File: src/common/uart_pkg.sv
// constants and types shared by the serial transceiver
package uart_pkg;
   localparam int DATA_W = 8;
   localparam int FIFO_DEPTH = 16;
   localparam int PTR_W = 4;
   localparam int CNT_W = 5;
   localparam int DIV_W = 16;
   localparam int OVS = 16;
   localparam int OVS_HALF = 8;
   localparam int CLK_HZ = 50000000;
   localparam int MAX_BPS = 3000000;
   // fastest rate at 16x oversampling: one tick per two clocks floor
   localparam int MIN_DIV = 1;
   localparam logic [DIV_W-1:0] DIV_RESET = 16'h001B;
   localparam logic [3:0] BIT_CNT_RESET = 4'h0;
   localparam logic [3:0] TICK_RESET = 4'h0;
   localparam logic [CNT_W-1:0] LEVEL_RESET = 5'h00;
   localparam logic [1:0] LEN_5 = 2'h0;
   localparam logic [1:0] LEN_8 = 2'h3;
   localparam logic [1:0] PAR_NONE = 2'h0;
   localparam logic [1:0] PAR_EVEN = 2'h1;
   localparam logic [1:0] PAR_ODD = 2'h2;
   localparam logic [1:0] PAR_STICK = 2'h3;
   localparam logic [2:0] TRIG_1_8 = 3'h0;
   localparam logic [2:0] TRIG_1_4 = 3'h1;
   localparam logic [2:0] TRIG_1_2 = 3'h2;
   localparam logic [2:0] TRIG_3_4 = 3'h3;
   localparam logic [2:0] TRIG_7_8 = 3'h4;

   typedef enum logic [4:0] {
      TX_IDLE = 5'b00001,
      TX_START = 5'b00010,
      TX_DATA = 5'b00100,
      TX_PAR = 5'b01000,
      TX_STOP = 5'b10000
   } tx_state_type;

   typedef enum logic [4:0] {
      RX_IDLE = 5'b00001,
      RX_START = 5'b00010,
      RX_DATA = 5'b00100,
      RX_PAR = 5'b01000,
      RX_STOP = 5'b10000
   } rx_state_type;

   // trigger level in entries for a fifo of the given depth
   function automatic logic [CNT_W-1:0] trig_level(input logic [2:0] sel,
                                                   input logic single);
      logic [CNT_W-1:0] lvl;
      lvl = 5'h02;
      case (sel)
         TRIG_1_8: lvl = 5'h02;
         TRIG_1_4: lvl = 5'h04;
         TRIG_1_2: lvl = 5'h08;
         TRIG_3_4: lvl = 5'h0C;
         default: lvl = 5'h0E;
      endcase
      if (single) begin
         lvl = 5'h01;
      end
      return lvl;
   endfunction
endpackage

File: src/hdl/uart_core.sv
// serial transceiver with queues, framing, flow control and dma requests
`timescale 1ns/1ps
`default_nettype none
// Notes on behaviour
// - bit timing from a programmable clock divider, up to 3 Mbps
// - bit clock derived from the system clock only
// - separate transmit and receive queues of sixteen bytes
// - software may select single-entry queue mode
// - thresholds 1/8, 1/4, 1/2, 3/4, 7/8 for interrupts and bursts
// - start bit, optional parity, one or more stop bits per character
// - five to eight data bits per character
// - parity even, odd, stick or none, generated and checked
// - transmitter sends one or two stop bits
// - break can be sent and a received break is detected
// - rts/cts handshaking in both directions
// - interrupts on threshold crossing and end of transmission
// - separate dma channels for transmit and receive
// - receive single request when data, burst at fill level
// - transmit single request when space, burst at fill level
module uart_core
   import uart_pkg::*;
(
   // clock and reset
   input wire logic core_clk_i,
   input wire logic rst_i,
   // configuration
   input wire logic [DIV_W-1:0] divisor_i,
   input wire logic [1:0] char_len_i,
   input wire logic [1:0] parity_i,
   input wire logic stick_val_i,
   input wire logic two_stop_i,
   input wire logic send_break_i,
   input wire logic single_i,
   input wire logic [2:0] tx_trig_i,
   input wire logic [2:0] rx_trig_i,
   input wire logic flow_en_i,
   input wire logic flush_i,
   // transmit data from the processor or dma
   input wire logic tx_valid_i,
   input wire logic [DATA_W-1:0] tx_data_i,
   output logic tx_ready_o,
   // received data to the processor or dma
   output logic rx_valid_o,
   output logic [DATA_W-1:0] rx_data_o,
   input wire logic rx_ready_i,
   // received character status
   output logic parity_err_o,
   output logic frame_err_o,
   output logic break_det_o,
   output logic overrun_o,
   // serial line
   output logic txd_o,
   input wire logic rxd_i,
   output logic rts_n_o,
   input wire logic cts_n_i,
   // interrupt conditions
   output logic tx_level_irq_o,
   output logic rx_level_irq_o,
   output logic tx_done_irq_o,
   // dma requests
   output logic tx_dma_single_o,
   output logic tx_dma_burst_o,
   output logic rx_dma_single_o,
   output logic rx_dma_burst_o,
   // status
   output logic busy_o,
   output logic [CNT_W-1:0] tx_level_o,
   output logic [CNT_W-1:0] rx_level_o
);
   typedef struct packed {
      logic [1:0] rxd_sync;
      logic [1:0] cts_sync;
      tx_state_type tx_st;
      logic [3:0] tx_tick;
      logic [3:0] tx_bits;
      logic [DATA_W-1:0] tx_shift;
      logic tx_par;
      logic tx_stop2;
      logic txd;
      logic tx_done;
      rx_state_type rx_st;
      logic [3:0] rx_tick;
      logic [3:0] rx_bits;
      logic [DATA_W-1:0] rx_shift;
      logic rx_par;
      logic rx_perr;
      logic parity_err;
      logic frame_err;
      logic break_det;
      logic overrun;
      logic rts_n;
      logic tx_lvl_irq;
      logic rx_lvl_irq;
   } core_state_type;

   core_state_type state_reg;
   core_state_type state_next;
   logic tick;
   logic tx_pop;
   logic tx_avail;
   logic [DATA_W-1:0] tx_head;
   logic rx_push;
   logic rx_space;
   logic [CNT_W-1:0] tx_lvl;
   logic [CNT_W-1:0] rx_lvl;
   logic [CNT_W-1:0] tx_thr;
   logic [CNT_W-1:0] rx_thr;
   logic [3:0] nbits;
   logic rxd;
   logic cts_ok;

   uart_baud baud_u (
      .core_clk_i(core_clk_i),
      .rst_i(rst_i),
      .divisor_i(divisor_i),
      .tick_o(tick)
   );

   uart_fifo tx_fifo_u (
      .core_clk_i(core_clk_i),
      .rst_i(rst_i),
      .single_i(single_i),
      .flush_i(flush_i),
      .wr_valid_i(tx_valid_i),
      .wr_data_i(tx_data_i),
      .wr_ready_o(tx_ready_o),
      .rd_valid_o(tx_avail),
      .rd_data_o(tx_head),
      .rd_ready_i(tx_pop),
      .level_o(tx_lvl)
   );

   uart_fifo rx_fifo_u (
      .core_clk_i(core_clk_i),
      .rst_i(rst_i),
      .single_i(single_i),
      .flush_i(flush_i),
      .wr_valid_i(rx_push),
      .wr_data_i(state_reg.rx_shift),
      .wr_ready_o(rx_space),
      .rd_valid_o(rx_valid_o),
      .rd_data_o(rx_data_o),
      .rd_ready_i(rx_ready_i),
      .level_o(rx_lvl)
   );

   assign nbits = {2'h0, char_len_i} + 4'h5;
   assign rxd = state_reg.rxd_sync[1];
   assign cts_ok = !flow_en_i || !state_reg.cts_sync[1];
   assign tx_thr = trig_level(tx_trig_i, single_i);
   assign rx_thr = trig_level(rx_trig_i, single_i);
   // a frame is only started at a tick so its first bit is full length
   assign tx_pop = tick && (state_reg.tx_st == TX_IDLE) && tx_avail && cts_ok
                   && !send_break_i;

   always_comb begin
      state_next = state_reg;
      rx_push = 1'b0;
      state_next.rxd_sync = {state_reg.rxd_sync[0], rxd_i};
      state_next.cts_sync = {state_reg.cts_sync[0], cts_n_i};
      state_next.tx_done = 1'b0;
      // transmitter
      if (tick) begin
         case (state_reg.tx_st)
            TX_IDLE: begin
               if (tx_pop) begin
                  state_next.tx_st = TX_START;
                  state_next.tx_shift = tx_head;
                  state_next.tx_par = 1'b0;
                  state_next.tx_stop2 = two_stop_i;
                  state_next.tx_tick = TICK_RESET;
                  state_next.txd = 1'b0;
               end
            end
            TX_START: begin
               state_next.tx_tick = state_reg.tx_tick + 4'h1;
               if (state_reg.tx_tick == 4'hF) begin
                  state_next.tx_st = TX_DATA;
                  state_next.tx_bits = BIT_CNT_RESET;
                  state_next.txd = state_reg.tx_shift[0];
               end
            end
            TX_DATA: begin
               state_next.tx_tick = state_reg.tx_tick + 4'h1;
               if (state_reg.tx_tick == 4'hF) begin
                  state_next.tx_par = state_reg.tx_par ^ state_reg.tx_shift[0];
                  state_next.tx_shift = {1'b0, state_reg.tx_shift[DATA_W-1:1]};
                  state_next.tx_bits = state_reg.tx_bits + 4'h1;
                  state_next.txd = state_reg.tx_shift[1];
                  if (state_reg.tx_bits == nbits - 4'h1) begin
                     if (parity_i == PAR_NONE) begin
                        state_next.tx_st = TX_STOP;
                        state_next.txd = 1'b1;
                     end else begin
                        state_next.tx_st = TX_PAR;
                        case (parity_i)
                           PAR_EVEN: state_next.txd = state_next.tx_par;
                           PAR_ODD: state_next.txd = !state_next.tx_par;
                           default: state_next.txd = stick_val_i;
                        endcase
                     end
                  end
               end
            end
            TX_PAR: begin
               state_next.tx_tick = state_reg.tx_tick + 4'h1;
               if (state_reg.tx_tick == 4'hF) begin
                  state_next.tx_st = TX_STOP;
                  state_next.txd = 1'b1;
               end
            end
            TX_STOP: begin
               state_next.tx_tick = state_reg.tx_tick + 4'h1;
               if (state_reg.tx_tick == 4'hF) begin
                  if (state_reg.tx_stop2) begin
                     state_next.tx_stop2 = 1'b0;
                  end else begin
                     state_next.tx_st = TX_IDLE;
                     state_next.tx_done = !tx_avail;
                  end
               end
            end
            default: state_next.tx_st = TX_IDLE;
         endcase
      end
      // receiver
      if (tick) begin
         case (state_reg.rx_st)
            RX_IDLE: begin
               if (!rxd) begin
                  state_next.rx_st = RX_START;
                  state_next.rx_tick = TICK_RESET;
               end
            end
            RX_START: begin
               state_next.rx_tick = state_reg.rx_tick + 4'h1;
               if (state_reg.rx_tick == 4'(OVS_HALF - 1)) begin
                  // a glitch shorter than half a bit is dropped
                  if (rxd) begin
                     state_next.rx_st = RX_IDLE;
                  end else begin
                     state_next.rx_st = RX_DATA;
                     state_next.rx_tick = TICK_RESET;
                     state_next.rx_bits = BIT_CNT_RESET;
                     state_next.rx_shift = '0;
                     state_next.rx_par = 1'b0;
                     state_next.rx_perr = 1'b0;
                  end
               end
            end
            RX_DATA: begin
               state_next.rx_tick = state_reg.rx_tick + 4'h1;
               if (state_reg.rx_tick == 4'hF) begin
                  // mid-bit sample; lsb first, each bit written straight to its own index, no shift
                  state_next.rx_shift[state_reg.rx_bits[2:0]] = rxd;
                  state_next.rx_par = state_reg.rx_par ^ rxd;
                  state_next.rx_bits = state_reg.rx_bits + 4'h1;
                  if (state_reg.rx_bits == nbits - 4'h1) begin
                     state_next.rx_st = (parity_i == PAR_NONE) ? RX_STOP : RX_PAR;
                  end
               end
            end
            RX_PAR: begin
               state_next.rx_tick = state_reg.rx_tick + 4'h1;
               if (state_reg.rx_tick == 4'hF) begin
                  state_next.rx_st = RX_STOP;
                  case (parity_i)
                     PAR_EVEN: state_next.rx_perr = state_reg.rx_par ^ rxd;
                     PAR_ODD: state_next.rx_perr = !(state_reg.rx_par ^ rxd);
                     default: state_next.rx_perr = (rxd != stick_val_i);
                  endcase
                  state_next.rx_par = state_reg.rx_par | rxd;
               end
            end
            RX_STOP: begin
               state_next.rx_tick = state_reg.rx_tick + 4'h1;
               if (state_reg.rx_tick == 4'hF) begin
                  state_next.rx_st = RX_IDLE;
                  // only the first stop bit is checked
                  state_next.frame_err = !rxd;
                  state_next.parity_err = state_reg.rx_perr;
                  state_next.break_det = !rxd && (state_reg.rx_shift == '0)
                     && (parity_i == PAR_NONE || !state_reg.rx_par);
                  state_next.overrun = !rx_space;
                  rx_push = rx_space;
               end
            end
            default: state_next.rx_st = RX_IDLE;
         endcase
      end
      // rts deasserts when the receive queue is at its threshold
      state_next.rts_n = flow_en_i && (rx_lvl >= rx_thr);
      state_next.tx_lvl_irq = (tx_lvl <= tx_thr);
      state_next.rx_lvl_irq = (rx_lvl >= rx_thr);
   end

   always_ff @(posedge core_clk_i) begin
      if (rst_i) begin
         state_reg <= '0;
         state_reg.rxd_sync <= 2'h3;
         state_reg.tx_st <= TX_IDLE;
         state_reg.rx_st <= RX_IDLE;
         state_reg.txd <= 1'b1;
         state_reg.rts_n <= 1'b1;
      end else begin
         state_reg <= state_next;
      end
   end

   assign txd_o = state_reg.txd && !send_break_i;
   assign rts_n_o = state_reg.rts_n;
   assign parity_err_o = state_reg.parity_err;
   assign frame_err_o = state_reg.frame_err;
   assign break_det_o = state_reg.break_det;
   assign overrun_o = state_reg.overrun;
   assign tx_level_irq_o = state_reg.tx_lvl_irq;
   assign rx_level_irq_o = state_reg.rx_lvl_irq;
   assign tx_done_irq_o = state_reg.tx_done;
   assign tx_dma_single_o = tx_ready_o;
   assign tx_dma_burst_o = state_reg.tx_lvl_irq;
   assign rx_dma_single_o = rx_valid_o;
   assign rx_dma_burst_o = state_reg.rx_lvl_irq;
   assign busy_o = (state_reg.tx_st != TX_IDLE) || tx_avail;
   assign tx_level_o = tx_lvl;
   assign rx_level_o = rx_lvl;
endmodule
`default_nettype wire

File: src/hdl/uart_fifo.sv
// sixteen-entry byte queue with a selectable single-entry mode
`timescale 1ns/1ps
`default_nettype none
module uart_fifo
   import uart_pkg::*;
(
   // clock and reset
   input wire logic core_clk_i,
   input wire logic rst_i,
   // configuration
   input wire logic single_i,
   input wire logic flush_i,
   // write side
   input wire logic wr_valid_i,
   input wire logic [DATA_W-1:0] wr_data_i,
   output logic wr_ready_o,
   // read side
   output logic rd_valid_o,
   output logic [DATA_W-1:0] rd_data_o,
   input wire logic rd_ready_i,
   // fill level
   output logic [CNT_W-1:0] level_o
);
   typedef struct packed {
      logic [FIFO_DEPTH-1:0][DATA_W-1:0] mem;
      logic [PTR_W-1:0] wr_ptr;
      logic [PTR_W-1:0] rd_ptr;
      logic [CNT_W-1:0] count;
   } fifo_state_type;

   fifo_state_type state_reg;
   fifo_state_type state_next;
   logic [CNT_W-1:0] cap;
   logic do_wr;
   logic do_rd;

   // single mode behaves as a one-deep holding register
   assign cap = single_i ? 5'h01 : 5'h10;
   assign wr_ready_o = (state_reg.count < cap);
   assign rd_valid_o = (state_reg.count != LEVEL_RESET);
   assign rd_data_o = state_reg.mem[state_reg.rd_ptr];
   assign level_o = state_reg.count;
   assign do_wr = wr_valid_i && wr_ready_o;
   assign do_rd = rd_ready_i && rd_valid_o;

   always_comb begin
      state_next = state_reg;
      if (do_wr) begin
         state_next.mem[state_reg.wr_ptr] = wr_data_i;
         state_next.wr_ptr = state_reg.wr_ptr + 4'h1;
      end
      if (do_rd) begin
         state_next.rd_ptr = state_reg.rd_ptr + 4'h1;
      end
      if (do_wr && !do_rd) begin
         state_next.count = state_reg.count + 5'h01;
      end else if (do_rd && !do_wr) begin
         state_next.count = state_reg.count - 5'h01;
      end
      if (flush_i) begin
         state_next.wr_ptr = 4'h0;
         state_next.rd_ptr = 4'h0;
         state_next.count = LEVEL_RESET;
      end
   end

   always_ff @(posedge core_clk_i) begin
      if (rst_i) begin
         state_reg <= '0;
      end else begin
         state_reg <= state_next;
      end
   end
endmodule
`default_nettype wire

File: src/hdl/uart_baud.sv
// programmable divider giving the 16x oversampling tick
`timescale 1ns/1ps
`default_nettype none
module uart_baud
   import uart_pkg::*;
(
   // clock and reset
   input wire logic core_clk_i,
   input wire logic rst_i,
   // divisor, ticks every divisor+1 clocks
   input wire logic [DIV_W-1:0] divisor_i,
   output logic tick_o
);
   typedef struct packed {
      logic [DIV_W-1:0] cnt;
      logic tick;
   } baud_state_type;

   baud_state_type state_reg;
   baud_state_type state_next;

   always_comb begin
      state_next = state_reg;
      state_next.tick = 1'b0;
      if (state_reg.cnt >= divisor_i) begin
         state_next.cnt = '0;
         state_next.tick = 1'b1;
      end else begin
         state_next.cnt = state_reg.cnt + 16'h0001;
      end
   end

   assign tick_o = state_reg.tick;

   always_ff @(posedge core_clk_i) begin
      if (rst_i) begin
         state_reg <= '0;
      end else begin
         state_reg <= state_next;
      end
   end
endmodule
`default_nettype wire

File: config.mk
export PLATFORM = sky130hd
export DESIGN_NAME = uart_core
export DESIGN_NICKNAME = d
export VERILOG_FILES = /design/src/common/uart_pkg.sv /design/src/hdl/uart_core.sv /design/src/hdl/uart_fifo.sv /design/src/hdl/uart_baud.sv
export SDC_FILE = /design/constraint.sdc
export NUM_CORES = 1
export LEC_CHECK = 0
export BUFFER_PORTS_ARGS = -buffer_cell sky130_fd_sc_hd__buf_2
export CAP_MARGIN = 30
export CORE_UTILIZATION = 65
export CTS_BUF_LIST = sky130_fd_sc_hd__clkbuf_16
export DETAILED_ROUTE_END_ITERATION = 8
export PLACE_DENSITY = 0.82
export RECOVER_POWER = 100
export SYNTH_ARGS = -nofsm -noshare
export SYNTH_HDL_FRONTEND = slang
export SYNTH_SLANG_ARGS = --single-unit
export TNS_END_PERCENT = 100
File: constraint.sdc
create_clock -name core_clk_i -period 8 [get_ports core_clk_i]
set_input_delay 1.6 -clock core_clk_i [delete_from_list [all_inputs] [get_ports core_clk_i]]
set_output_delay 1.6 -clock core_clk_i [all_outputs]
set_load 0.1 [all_outputs]
### After elaboration in Yosys (flattened, before gate mapping)

Index checks and enable logic that the tools add are counted.

| word-level totals | value |
|---|---|
| bits in registers | 358 |
| input port bits | 46 |
| logic and storage cells | 271 |

| operators by class | value |
|---|---|
| add/sub/neg operators | 15 |
| order comparisons | 13 |
| equal/unequal tests | 39 |
| mux-type cells | 66 |
| bitwise logic cells | 6 |
| reduce and logical (&&, ||, !) cells | 69 |

Operator list:

| operator | count |
|---|---|
| bitwise mux 128 bit | 2 |
| two-way mux 5 bit | 18 |
| binary-select mux 8 bit (select 4 bit) | 2 |
| demux 8 bit (select 4 bit) | 2 |
| case mux 5 bit (5 select lines) | 2 |
| adder 4 x 1 -> 4 bit (second input constant) | 8 |
| two-way mux 8 bit | 4 |
| case mux 4 bit (4 select lines) | 2 |
| two-way mux 13 bit | 2 |
| inequality test 2 bit (second input constant) | 13 |
| case mux 12 bit (2 select lines) | 1 |
| two-way mux 23 bit | 1 |
| < comparator 4 x 5 -> 1 bit (second input constant) | 4 |
| logical AND 1 bit | 19 |
| two-way mux 18 bit | 1 |
| two-way mux 9 bit | 2 |
| case mux 9 bit (2 select lines) | 1 |
| adder 16 x 1 -> 16 bit (second input constant) | 1 |
| >= comparator 16 bit | 1 |
| case mux 4 bit (2 select lines) | 2 |
| nonzero test 2 bit | 8 |
| logical NOT 1 bit | 13 |
| equality test 3 x 2 -> 1 bit (second input constant) | 4 |
| case mux 4 bit (3 select lines) | 1 |
| 54 further kinds | 94 |

### Logic depth before layout (Yosys ltp)

Gate-level depths: netlist (run 1).

| depth | value |
|---|---|
| depth after elaboration | 10 |
| gate-level depth with buffers | 14 |
| depth with buffers taken out | 13 |

### Hierarchy

A second synthesis (run 1) with hierarchy kept.

| unflattened totals | value |
|---|---|
| cells, all modules | 1,862 |
| area total of the unflattened synthesis | 18,174.9 um^2 |

By module, submodules not included:

| module | times used | cells each | area an instance (um^2) | sequential area each (um^2) |
|---|---|---|---|---|
| uart_fifo (tx_fifo_u) | 1 | 658 | 6,932.9 | 2,822.7 |
| uart_fifo (rx_fifo_u) | 1 | 648 | 6,528.8 | 2,822.7 |
| uart_core | 1 | 426 | 3,503.4 | 1,181.1 |
| uart_baud | 1 | 130 | 1,209.9 | 340.3 |

### Worst setup path before layout (run 1)

No wires, ideal clock.

| timing path | value |
|---|---|
| kind | input port to output port |
| start | input port single_i |
| end | output port tx_ready_o |
| arrival | 4,309 ps |
| required time | 6,400 ps |
| path slack | 2,091 ps |
| cell stages on the path | 4 |
| cells stage by stage | ha_1 -> or4b_1 -> a21oi_1 -> buf_4 |

| between the ends | value |
|---|---|
| longest elaborated chain between the ends | 2 |

Ends and longest elaborated chain:

| element | RTL line | text |
|---|---|---|
| start: declaration | uart_core.sv:33 | `input wire logic single_i,` |
| two-way mux 5 bit | uart_fifo.sv:38 | `assign cap = single_i ? 5'h01 : 5'h10;` |
| < comparator 5 bit | uart_fifo.sv:39 | `assign wr_ready_o = (state_reg.count < cap);` |
| end: declaration | uart_core.sv:41 | `output logic tx_ready_o,` |

No other way between the ends.

### Worst setup path in the final report (run 1)

| timing path | value |
|---|---|
| start | input port single_i |
| end | output port tx_dma_single_o |

| between the ends | value |
|---|---|
| longest elaborated chain between the ends | 2 |

Ends and longest elaborated chain:

| element | RTL line | text |
|---|---|---|
| two-way mux 5 bit | uart_fifo.sv:38 |  |
| < comparator 5 bit | uart_fifo.sv:39 |  |
| end: declaration | uart_core.sv:61 | `output logic tx_dma_single_o,` |

No other way between the ends.

==> metrics.txt, run 1 <==
# rows 59; Worst Path Required 6.40 ns; postcts setup bufs 0; Synth area leader dfxtp_1; delay-heaviest family, CP buffers and inverters; Congestion Overflow GR 0; Chip Width 164 um; dominant synthesized flop cell dfxtp_1; Hold Path Class reg2reg; Seq cells post-synth 358; WL per Instance 18.0 um; ranking of synthesized cells by area dfxtp_1 42%, nand2_1 12%, a21oi_1 9.4%; final wirelength 42700 um; Synth top area share a little over two fifths; GRT Util Overall 31.5%; Sw Ratio 23.6%; CP cell instances clkbuf_1 -> ha_1 -> or4b_1 -> a21oi_1 -> clkbuf_1; async set-reset flop share out of synthesis 0%; MaxCap Viol Count 3; fin crit share 66.8%; clk slew on worst S/H paths ~0.06 ns; hold violation count in the final report 0; # setup viols final 0; Max clock buf depth 3; DRT Pass-1 Iters 5; # port buffers 79; sequential fraction of the synthesis area about two fifths; delay of the slowest critical-path stage 0.88 ns; Clock Latency Late Sink 0.53 ns; number of global-route vias before repair 13.7k; DRT iter0 DRCs 1446; DRC 0; CP max stage cell clkbuf_1; Gate power share 5.6%; synthesized netlist cell count 2037; CTS Sinks 358; Syn Nets 2138; Final min period 5.35 ns; EDFF count, synth 0; startpoint types input port; Crit Path Max Fanout 10; failing checks capacitance limit, slew limit; hold_buf cts 0; Power Dens Cells 199 nW/um^2; mapped cell area 17100 sq um; setup tns final 0 ns; Switch Pwr 0.860 mW; Vert. Die Dim 164 um; largest net degree at the start of global routing 123; Syn Area/Cell 8.40 sq um; RSZ-0062 raised after global routing no; Rel. slew slack -134%; core area 25900 sq um; post-DP HPWL 27700 um; post_cts resized 0; Layout Utilization 70.6%; Max Slew Vio Count 146; global-route wire length before repair about 68000 um; critical path's most frequent cell clkbuf_1; vias 14.6k; routability cong. 0.901; post-route ant nets 0; initial antenna violation count 0; yosys warns 0; H-tree depth 2; crit path buf inv count 2; Clock power frac 45.0%; die area 27000 sq um; CP endpoint kind primary output; FMAX 187 MHz; leakage 6.29 nW; clk root buf clkbuf_16; Initial Utilization 66.0%; Crit path arrival time 3.75 ns; Int Pwr 2.78 mW; layout cells sized above 1 9.02%; antenna cells 0; status complete, but fails checks; vias per cell 6.15; register share of total power between 40 and 50%; clk_skew 0.0233 ns; synth unique cells 71; critical path type in2out; Ports 80; NumNets Final 2115; area growth from synthesis to layout 6.87%; Worst IR Drop VDD 168 uV; worst-margin pin slew 3.51 ns; CTS Buf Count 37; CTS tree yes
==> Yosys cell counts (19+ instances only) <==
| library cell | instances |
|---|---|
| dfxtp_1 | 358 |
| mux2i_1 | 39 |
| nor2_1 | 104 |
| clkbuf_1 | 82 |
| mux4_2 | 61 |
| ha_1 | 53 |
| and3_1 | 27 |
| o21ai_0 | 24 |
| a21oi_1 | 321 |
| buf_2 | 30 |
| inv_1 | 37 |
| nor2b_1 | 19 |
| nand2_1 | 565 |
| nand3_1 | 37 |
| xor2_1 | 28 |
==> power by group through the flow <==
| stage | Combinational [mW] | Sequential [mW] | Clock (mW) |
|---|---|---|---|
| floorplan | 0.153 | 1.85 | 0 |
| detailed placement | 0.205 | 1.84 | 0 |
| global placement | 0.198 | 1.84 | 0 |
| global route | 0.218 | 1.80 | 1.73 |
| finish | 0.204 | 1.80 | 1.64 |
| CTS | 0.205 | 1.80 | 1.65 |
==> cells by family (layout without fill, tap and decap cells) <==
kind of cell | Yosys count | count (layout) | synth area share, %
XOR/XNOR | 45 | 45 | 2.30
buffers and inverters | 188 | 190 | 4.97
flip-flops | 358 | 358 | 41.9
multiplexers | 100 | 100 | 10.3
AO/OA/AOI/OAI | 425 | 425 | 13.9
adder cells (fa/ha/maj) | 55 | 55 | 4.11
AND/OR/NAND/NOR | 866 | 866 | 22.5
==> path summary, 6_finish.rpt <==
| path | slack, ns | depth (start not counted) | startpoint | end |
|---|---|---|---|---|
| setup / recovery | 2.65 | 5 | single_i | tx_dma_single_o |
| setup reg to reg | 3.72 | 8 | state_reg[21]$_SDFFE_PP0P_ | rx_fifo_u.state_reg[86]$_SDFFE_PP0P_ |
| hold reg to reg | 0.42 | 1 | state_next[58]$_SDFF_PP1_ | rxd$_SDFF_PP1_ |
| hold / removal | 0.42 | 1 | state_next[58]$_SDFF_PP1_ | rxd$_SDFF_PP1_ |
==> layout by cell type (no fill, tap or decap), drive strengths merged, types with 21 or more instances in the layout <==
cell type    n
xor2        28
nor3        23
ha          53
nand3       52
and3        28
buf         49
clkinv      21
mux2i       39
inv         41
a21oi      321
nand2      565
nor2       104
clkbuf      76
dfxtp      358
o21ai       26
mux4        61
==> per-stage QoR <==
step	hold WS (ns)	std cells	setup slack, ns	instance area [sq um]	total power [mW]
6_report	0.423	2374	2.65	18300	3.64
3_3_place_gp	0.400	2308	2.89	17300	2.04
5_1_grt	0.448	2374	2.51	18300	3.75
4_1_cts	0.422	2374	3.27	18500	3.66
2_1_floorplan	0.389	2037	2.09	17100	2.00
3_5_place_dp	0.398	2310	2.77	17300	2.05
==> routing by layer <==
layer	vias to the layer above	part of all wire [%]	global-route usage, %
met5	-	0	0
met4	0	2.2	10.1
met3	90	9.4	6.19
met2	685	48	52.2
met1	6915	41	41.2
li1	6919	-	-
==> final cells by class <==
| cell class | instances | area [sq um] |
|---|---|---|
| multi-input cells | 1491 | 8980 |
| fillers | 2034 | 7630 |
| flip-flops and latches | 358 | 7170 |
| clock buffers | 37 | 926 |
| repair buffers | 88 | 437 |
| well taps | 335 | 419 |
| clock inverters | 27 | 206 |
| inverters | 38 | 143 |
Power figures use the tool's default switching activity.
==> inputs of run 2 (changes only) <==
--- a/config.mk
+++ b/config.mk
@@ -5,12 +5,13 @@
 export SDC_FILE = /design/constraint.sdc
 export NUM_CORES = 1
 export LEC_CHECK = 0
+export ABC_AREA = 1
 export BUFFER_PORTS_ARGS = -buffer_cell sky130_fd_sc_hd__buf_2
 export CAP_MARGIN = 30
-export CORE_UTILIZATION = 65
+export CORE_UTILIZATION = 62
 export CTS_BUF_LIST = sky130_fd_sc_hd__clkbuf_16
 export DETAILED_ROUTE_END_ITERATION = 8
-export PLACE_DENSITY = 0.82
+export PLACE_DENSITY = 0.78
 export RECOVER_POWER = 100
 export SYNTH_ARGS = -nofsm -noshare
 export SYNTH_HDL_FRONTEND = slang
==> constraint.sdc (replaced) <==
create_clock -name core_clk_i -period 5.1 [get_ports core_clk_i]
set_input_delay 1.02 -clock core_clk_i [delete_from_list [all_inputs] [get_ports core_clk_i]]
set_output_delay 1.02 -clock core_clk_i [all_outputs]
set_load 0.1 [all_outputs]
==> run 2 against run 1 <==
The run still ends with capacitance limit, slew limit left. Routed wire length up 15%. Global-route usage up 0.58 points. Worst setup slack worse by 1.9 ns. Clock skew down 0.0057 ns. Combinational power up 79%. Sequential power up 57%. Synthesized cell count up 34%. Largest cell class unchanged. Largest power group unchanged.
==> metrics.txt, run 2 <==
status complete, but fails checks; failing checks capacitance limit, slew limit; most frequent cells in the layout 548 x nand2_1, 496 x nor2_1, 356 x dfxtp_1, 260 x nand3_1, 238 x inv_1; Register Area 7170 sq um; area growth from synthesis to layout 8.15%; Syn Area/Cell 6.68 sq um; yosys warns 0; synthesized netlist cell count about 2.7k; Synth area leader dfxtp_1; GRT Util Overall ~32%; reg-to-reg endpoint rx_fifo_u.level_o[4]$_SDFFE_PP0P_; number of global-route vias before repair about 16k; largest net degree at the start of global routing 147; EDFF count, synth 0; cell count of the worst reg-to-reg path 16; delay of the slowest critical-path stage around 0.87 ns; # port buffers 79; CP cell instances inv_1 -> buf_4 -> o21ai_0 -> o221ai_1 -> o211ai_1 -> nand2_1 -> clkbuf_1; Hold Path Origin state_next[58]$_SDFF_PP1_; async set-reset flop share out of synthesis 0%; clk_skew ~0.018 ns; routability cong. between 0.8 and 0.9; Worst IR Drop VDD 307 uV; Seq cells post-synth 358; Initial Utilization 63.3%; CTS Sinks 358; hold violation count in the final report 0; Min Hold Slack ~0.4 ns; Layout Utilization 68.4%; fill count between 2k and 3k; area used by multi-input combinational logic between 9000 and 10000 sq um; hold_buf cts 0; DRT iter0 DRCs 1821; Synth top area share about two fifths; # setup viols final 0; antenna cells 0; Clock Latency Late Sink approximately 0.53 ns; sequential fraction of the synthesis area between 30% and 40%; Final min period ~4.4 ns; # rows 62; Ports 80; core area 28800 sq um; DRT Pass-1 Iters 6; most common library cells after synthesis 545 x nand2_1, 493 x nor2_1, 358 x dfxtp_1; CP max stage cell clkbuf_1; post_cts resized 0; MaxCap Viol Count 1; Vert. Die Dim 173 um; post-DP HPWL 31300 um; clk slew on worst S/H paths about 0.060 ns; vias 17.9k; most frequent cell after synthesis nand2_1; layout cells sized above 1 under 10%; dominant synthesized flop cell dfxtp_1; RSZ-0062 raised after global routing no; WHS Path Cells 1; synth unique cells 39; final wirelength 48900 um; CTS Buf Count 38; Crit Path Max Fanout 55; Worst Path Required 4.08 ns; Syn Nets 2827; initial antenna violation count 0; critical path type reg2out; Crit path arrival time 3.34 ns; setup tns final 0 ns; Max clock buf depth 3; hold path endpoint rxd$_SDFF_PP1_; clk root buf clkbuf_16; Congestion Overflow GR 0; CTS tree yes; WL per Instance 15.7 um; postcts setup bufs 0; Max Slew Vio Count 104; fin crit share 85.5%; post-route ant nets 0; delay-heaviest family, CP buffers and inverters; final worst slack roughly 0.74 ns; NumNets Final about 2.8k; dpl ws 1.57 ns; H-tree depth 2; die area 30100 sq um; mapped cell area ~18000 sq um; DRC 0; leakage 8.40 nW; vias per cell 5.75; Rel. slew slack -3.69%; worst-margin pin slew 1.56 ns; startpoint types flip-flop; Power Dens Cells 302 nW/um^2; Chip Width around 170 um; Worst R2R Setup Slack 1.34 ns; Hold Path Class reg2reg; global-route wire length before repair 80500 um; FMAX 229 MHz; RR Startpoint state_reg[21]$_SDFFE_PP0P_; crit path buf inv count 3; ranking of synthesized cells by area dfxtp_1 39%, nand2_1 11%, nor2_1 10%; most common cell after layout, fill and taps aside nand2_1; CP endpoint kind primary output
==> run 2: worst max path at each step <==
stage                                                   start                                 to  slack, ns  cells after the start
after floorplan                                      single_i  tx_fifo_u.level_o[4]$_SDFFE_PP0P_       0.16                     18
after detailed placement                             single_i  rx_fifo_u.level_o[4]$_SDFFE_PP0P_       1.57                     15
final                     rx_fifo_u.state_reg[5]$_SDFFE_PP0P_                       rx_data_o[5]       0.74                      7
after CTS                 rx_fifo_u.state_reg[5]$_SDFFE_PP0P_                       rx_data_o[6]       1.26                      7
after global routing      rx_fifo_u.state_reg[6]$_SDFFE_PP0P_                       rx_data_o[5]       0.55                      6
after global placement                               single_i  rx_fifo_u.level_o[4]$_SDFFE_PP0P_       1.59                     15
==> run 2: layer usage <==
metal	vias up	global-route usage [%]	routed length, um
li1	8768	-	-
met1	8231	41.0	20400
met2	739	53.8	22800
met3	135	4.98	3690
met4	0	13.5	2000
met5	-	0	0
==> run 2: power breakdown <==
group          internal [mW]  total [mW]  switching, mW
Combinational         0.0790       0.365          0.286
Clock                   1.64        2.76           1.12
Sequential              2.81        2.82         0.0121
==> run 2: cell families (layout without fill, tap and decap cells) <==
family / count (synthesis) / count (layout) / share of synthesized area, %
AO/OA/AOI/OAI: 486 / 486 / 14.2
XOR/XNOR: 26 / 26 / 1.25
adder cells (fa/ha/maj): 55 / 55 / 3.86
buffers and inverters: 414 / 412 / 9.08
flip-flops: 358 / 358 / 39.4
AND/OR/NAND/NOR: 1387 / 1387 / 32.3
==> run 2: area by class of cell <==
cell class / count / share of cell area (%)
multi-input combinational: 1954 / 47.5
sequential: 358 / 36.4
clock inverter: 27 / 1.30
tap: 384 / 2.44
clock buffer: 39 / 4.96
inverter: 253 / 4.83
timing repair buffer: 93 / 2.61
==> run 2: stage by stage <==
step	instances	power, mW	instance area (sq um)
2_1_floorplan	2726	3.17	18200
3_3_place_gp	3038	3.24	18500
3_5_place_dp	3041	3.25	18600
4_1_cts	3107	5.99	19800
5_1_grt	3108	6.14	19700
6_report	3108	5.95	19700
==> run 2: worst register-to-register path, cell delays in order, from the launching register on <==
cell,delay [ns]
dfxtp_1,0.36
ha_1,0.22
nand3_1,0.21
nor2_1,0.16
nand2_1,0.17
nor2_1,0.96
ha_1,0.35
inv_1,0.11
fa_1,0.41
a21o_1,0.19
a21oi_1,0.15
nor2_1,0.06
nor2_1,0.08
nand2_1,0.07
nand2_1,0.05
nand2_1,0.05
nor2_1,0.11
==> inputs of run 3 (changes only) <==
--- a/config.mk
+++ b/config.mk
@@ -13,6 +13,7 @@
 export DETAILED_ROUTE_END_ITERATION = 8
 export PLACE_DENSITY = 0.78
 export RECOVER_POWER = 100
+export REMOVE_ABC_BUFFERS = 1
 export SYNTH_ARGS = -nofsm -noshare
 export SYNTH_HDL_FRONTEND = slang
 export SYNTH_SLANG_ARGS = --single-unit
==> run 3 against run 2 <==
The run ends with DRC, capacitance limit, slew limit left. Register-to-register slack got worse by 0.35 ns. Via count increased by 1.4%. Worst setup slack got worse by 0.056 ns. Hold slack got worse by 0.0072 ns. Flip-flop and latch count unchanged. Critical endpoint is now rx_data_o[2].
==> metrics.txt, run 3 (same netlist as run 2, synthesis figures left out) <==
register share of total power 49.1%; Vert. Die Dim 173 um; post-route cell area 19600 sq um; layout cells sized above 1 under 10%; # port buffers between 70 and 80; leakage 8.36 nW; Switch Pwr 1.42 mW; initial antenna violation count 0; post-route ant nets 0; Clock Latency Late Sink 0.53 ns; clk slew on worst S/H paths 0.06 ns; Crit Path Max Fanout 27; DRC 1; Area after DPL 18500 sq um; DRT Pass-1 Iters 8; status complete, but fails checks; Congestion Overflow GR 0; RSZ-0062 raised after global routing no; Gate power share 6.4%; vias 18.1k; # setup viols final 0; Crit path arrival time 3.40 ns; DRT iter0 DRCs 2450; post_cts resized 0; number of global-route vias before repair 16.4k; clk_skew 0.0155 ns; Ports 80; antenna cells 0; die area 30100 sq um; failing checks DRC, capacitance limit, slew limit; Clock power frac about 45%; Worst Path Required between 4 and 5 ns; Max clock buf depth 3; CP endpoint kind primary output; Initial Utilization a little over three fifths; Int Pwr 4.33 mW; GRT Util Overall about 34%; Rel. slew slack -116%; # rows a little over 60; CTS Buf Count 39; area growth from synthesis to layout 7.59%; clk root buf clkbuf_16; Tot Pwr 5.76 mW; Power Dens Cells 294 nW/um^2; hold_buf cts 0; H-tree depth 2; Worst IR Drop VDD 270 uV; vias per cell 5.83; routability cong. 0.936; CTS Sinks 358; FMAX 226 MHz; Sw Ratio between 20% and 30%; worst-margin pin slew 3.25 ns; Min Hold Slack 0.404 ns; global-route wire length before repair 83600 um; most frequent cells in the layout 548 x nand2_1, 494 x nor2_1, 357 x dfxtp_1, 259 x nand3_1, 243 x inv_1; most common cell after layout, fill and taps aside nand2_1; Hold Path Class reg2reg; Final min period 4.42 ns; MaxCap Viol Count 2; CTS tree yes; core area 28800 sq um; Chip Width 173 um; hold violation count in the final report 0; NumNets Final roughly 2.8k; postcts setup bufs 0; post-DP HPWL 33400 um; critical path type reg2out; fin crit share between 80% and 90%; largest net degree at the start of global routing between 100 and 150; startpoint types flip-flop; WL per Instance 16.7 um; Max Slew Vio Count approximately 200; final wirelength between 50000 and 60000 um
[run 3: critical path: stages, from the launching register on]
cell and delay, ns:
dfxtp_1 0.99, clkinv_1 0.56, o221ai_1 0.19, nand3_1 0.15
nand2_1 0.11, clkbuf_1 0.86
[run 3: worst paths after layout]
check | startpoint | to | slack (ns) | depth (start not counted)
setup / recovery | rx_fifo_u.state_reg[7]$_SDFFE_PP0P_ | rx_data_o[2] | 0.68 | 5
hold / removal | state_next[56]$_SDFF_PP0_ | state_reg[56]$_SDFF_PP0_ | 0.40 | 2
setup reg to reg | tx_fifo_u.state_reg[5]$_SDFFE_PP0P_ | state_reg[35]$_SDFFE_PP0P_ | 0.99 | 8
hold reg to reg | state_next[56]$_SDFF_PP0_ | state_reg[56]$_SDFF_PP0_ | 0.40 | 2
[run 3: cell type report]
type / count / area, sq um
Multi-Input combinational cell: 1954 / 9360
Clock buffer: 41 / 1030
Fill cell: 2519 / 9190
Sequential cell: 358 / 7170
Timing Repair Buffer: 93 / 494
Inverter: 253 / 952
Clock inverter: 27 / 111
Tap cell: 384 / 480
[run 3: layer usage]
metal  track usage, %  wire [um]
met1             46.7      22300
met2             53.0      23100
met3             5.22       4920
met4             12.6       1700
met5                0          0
[run 3: per-stage QoR]
stage / instances / utilization [%] / setup slack, ns / setup TNS (ns)
floorplan: 2565 / - / -3.27 / -333.39
global placement: 3040 / 64.3 / 1.63 / 0
detailed placement: 3042 / 64.4 / 1.54 / 0
CTS: 3110 / 68.4 / 1.25 / 0
global route: 3110 / 68.1 / 0.621 / 0
finish: 3110 / 68.1 / 0.681 / 0
[run 3: power by group through the flow]
stage                     logic, mW  clock network [mW]  registers, mW
after global routing          0.397                2.70           2.83
after global placement        0.357                   0           2.89
final                         0.369                2.56           2.83
after floorplan               0.185                   0           2.93
after detailed placement      0.367                   0           2.89
after CTS                     0.368                2.58           2.83
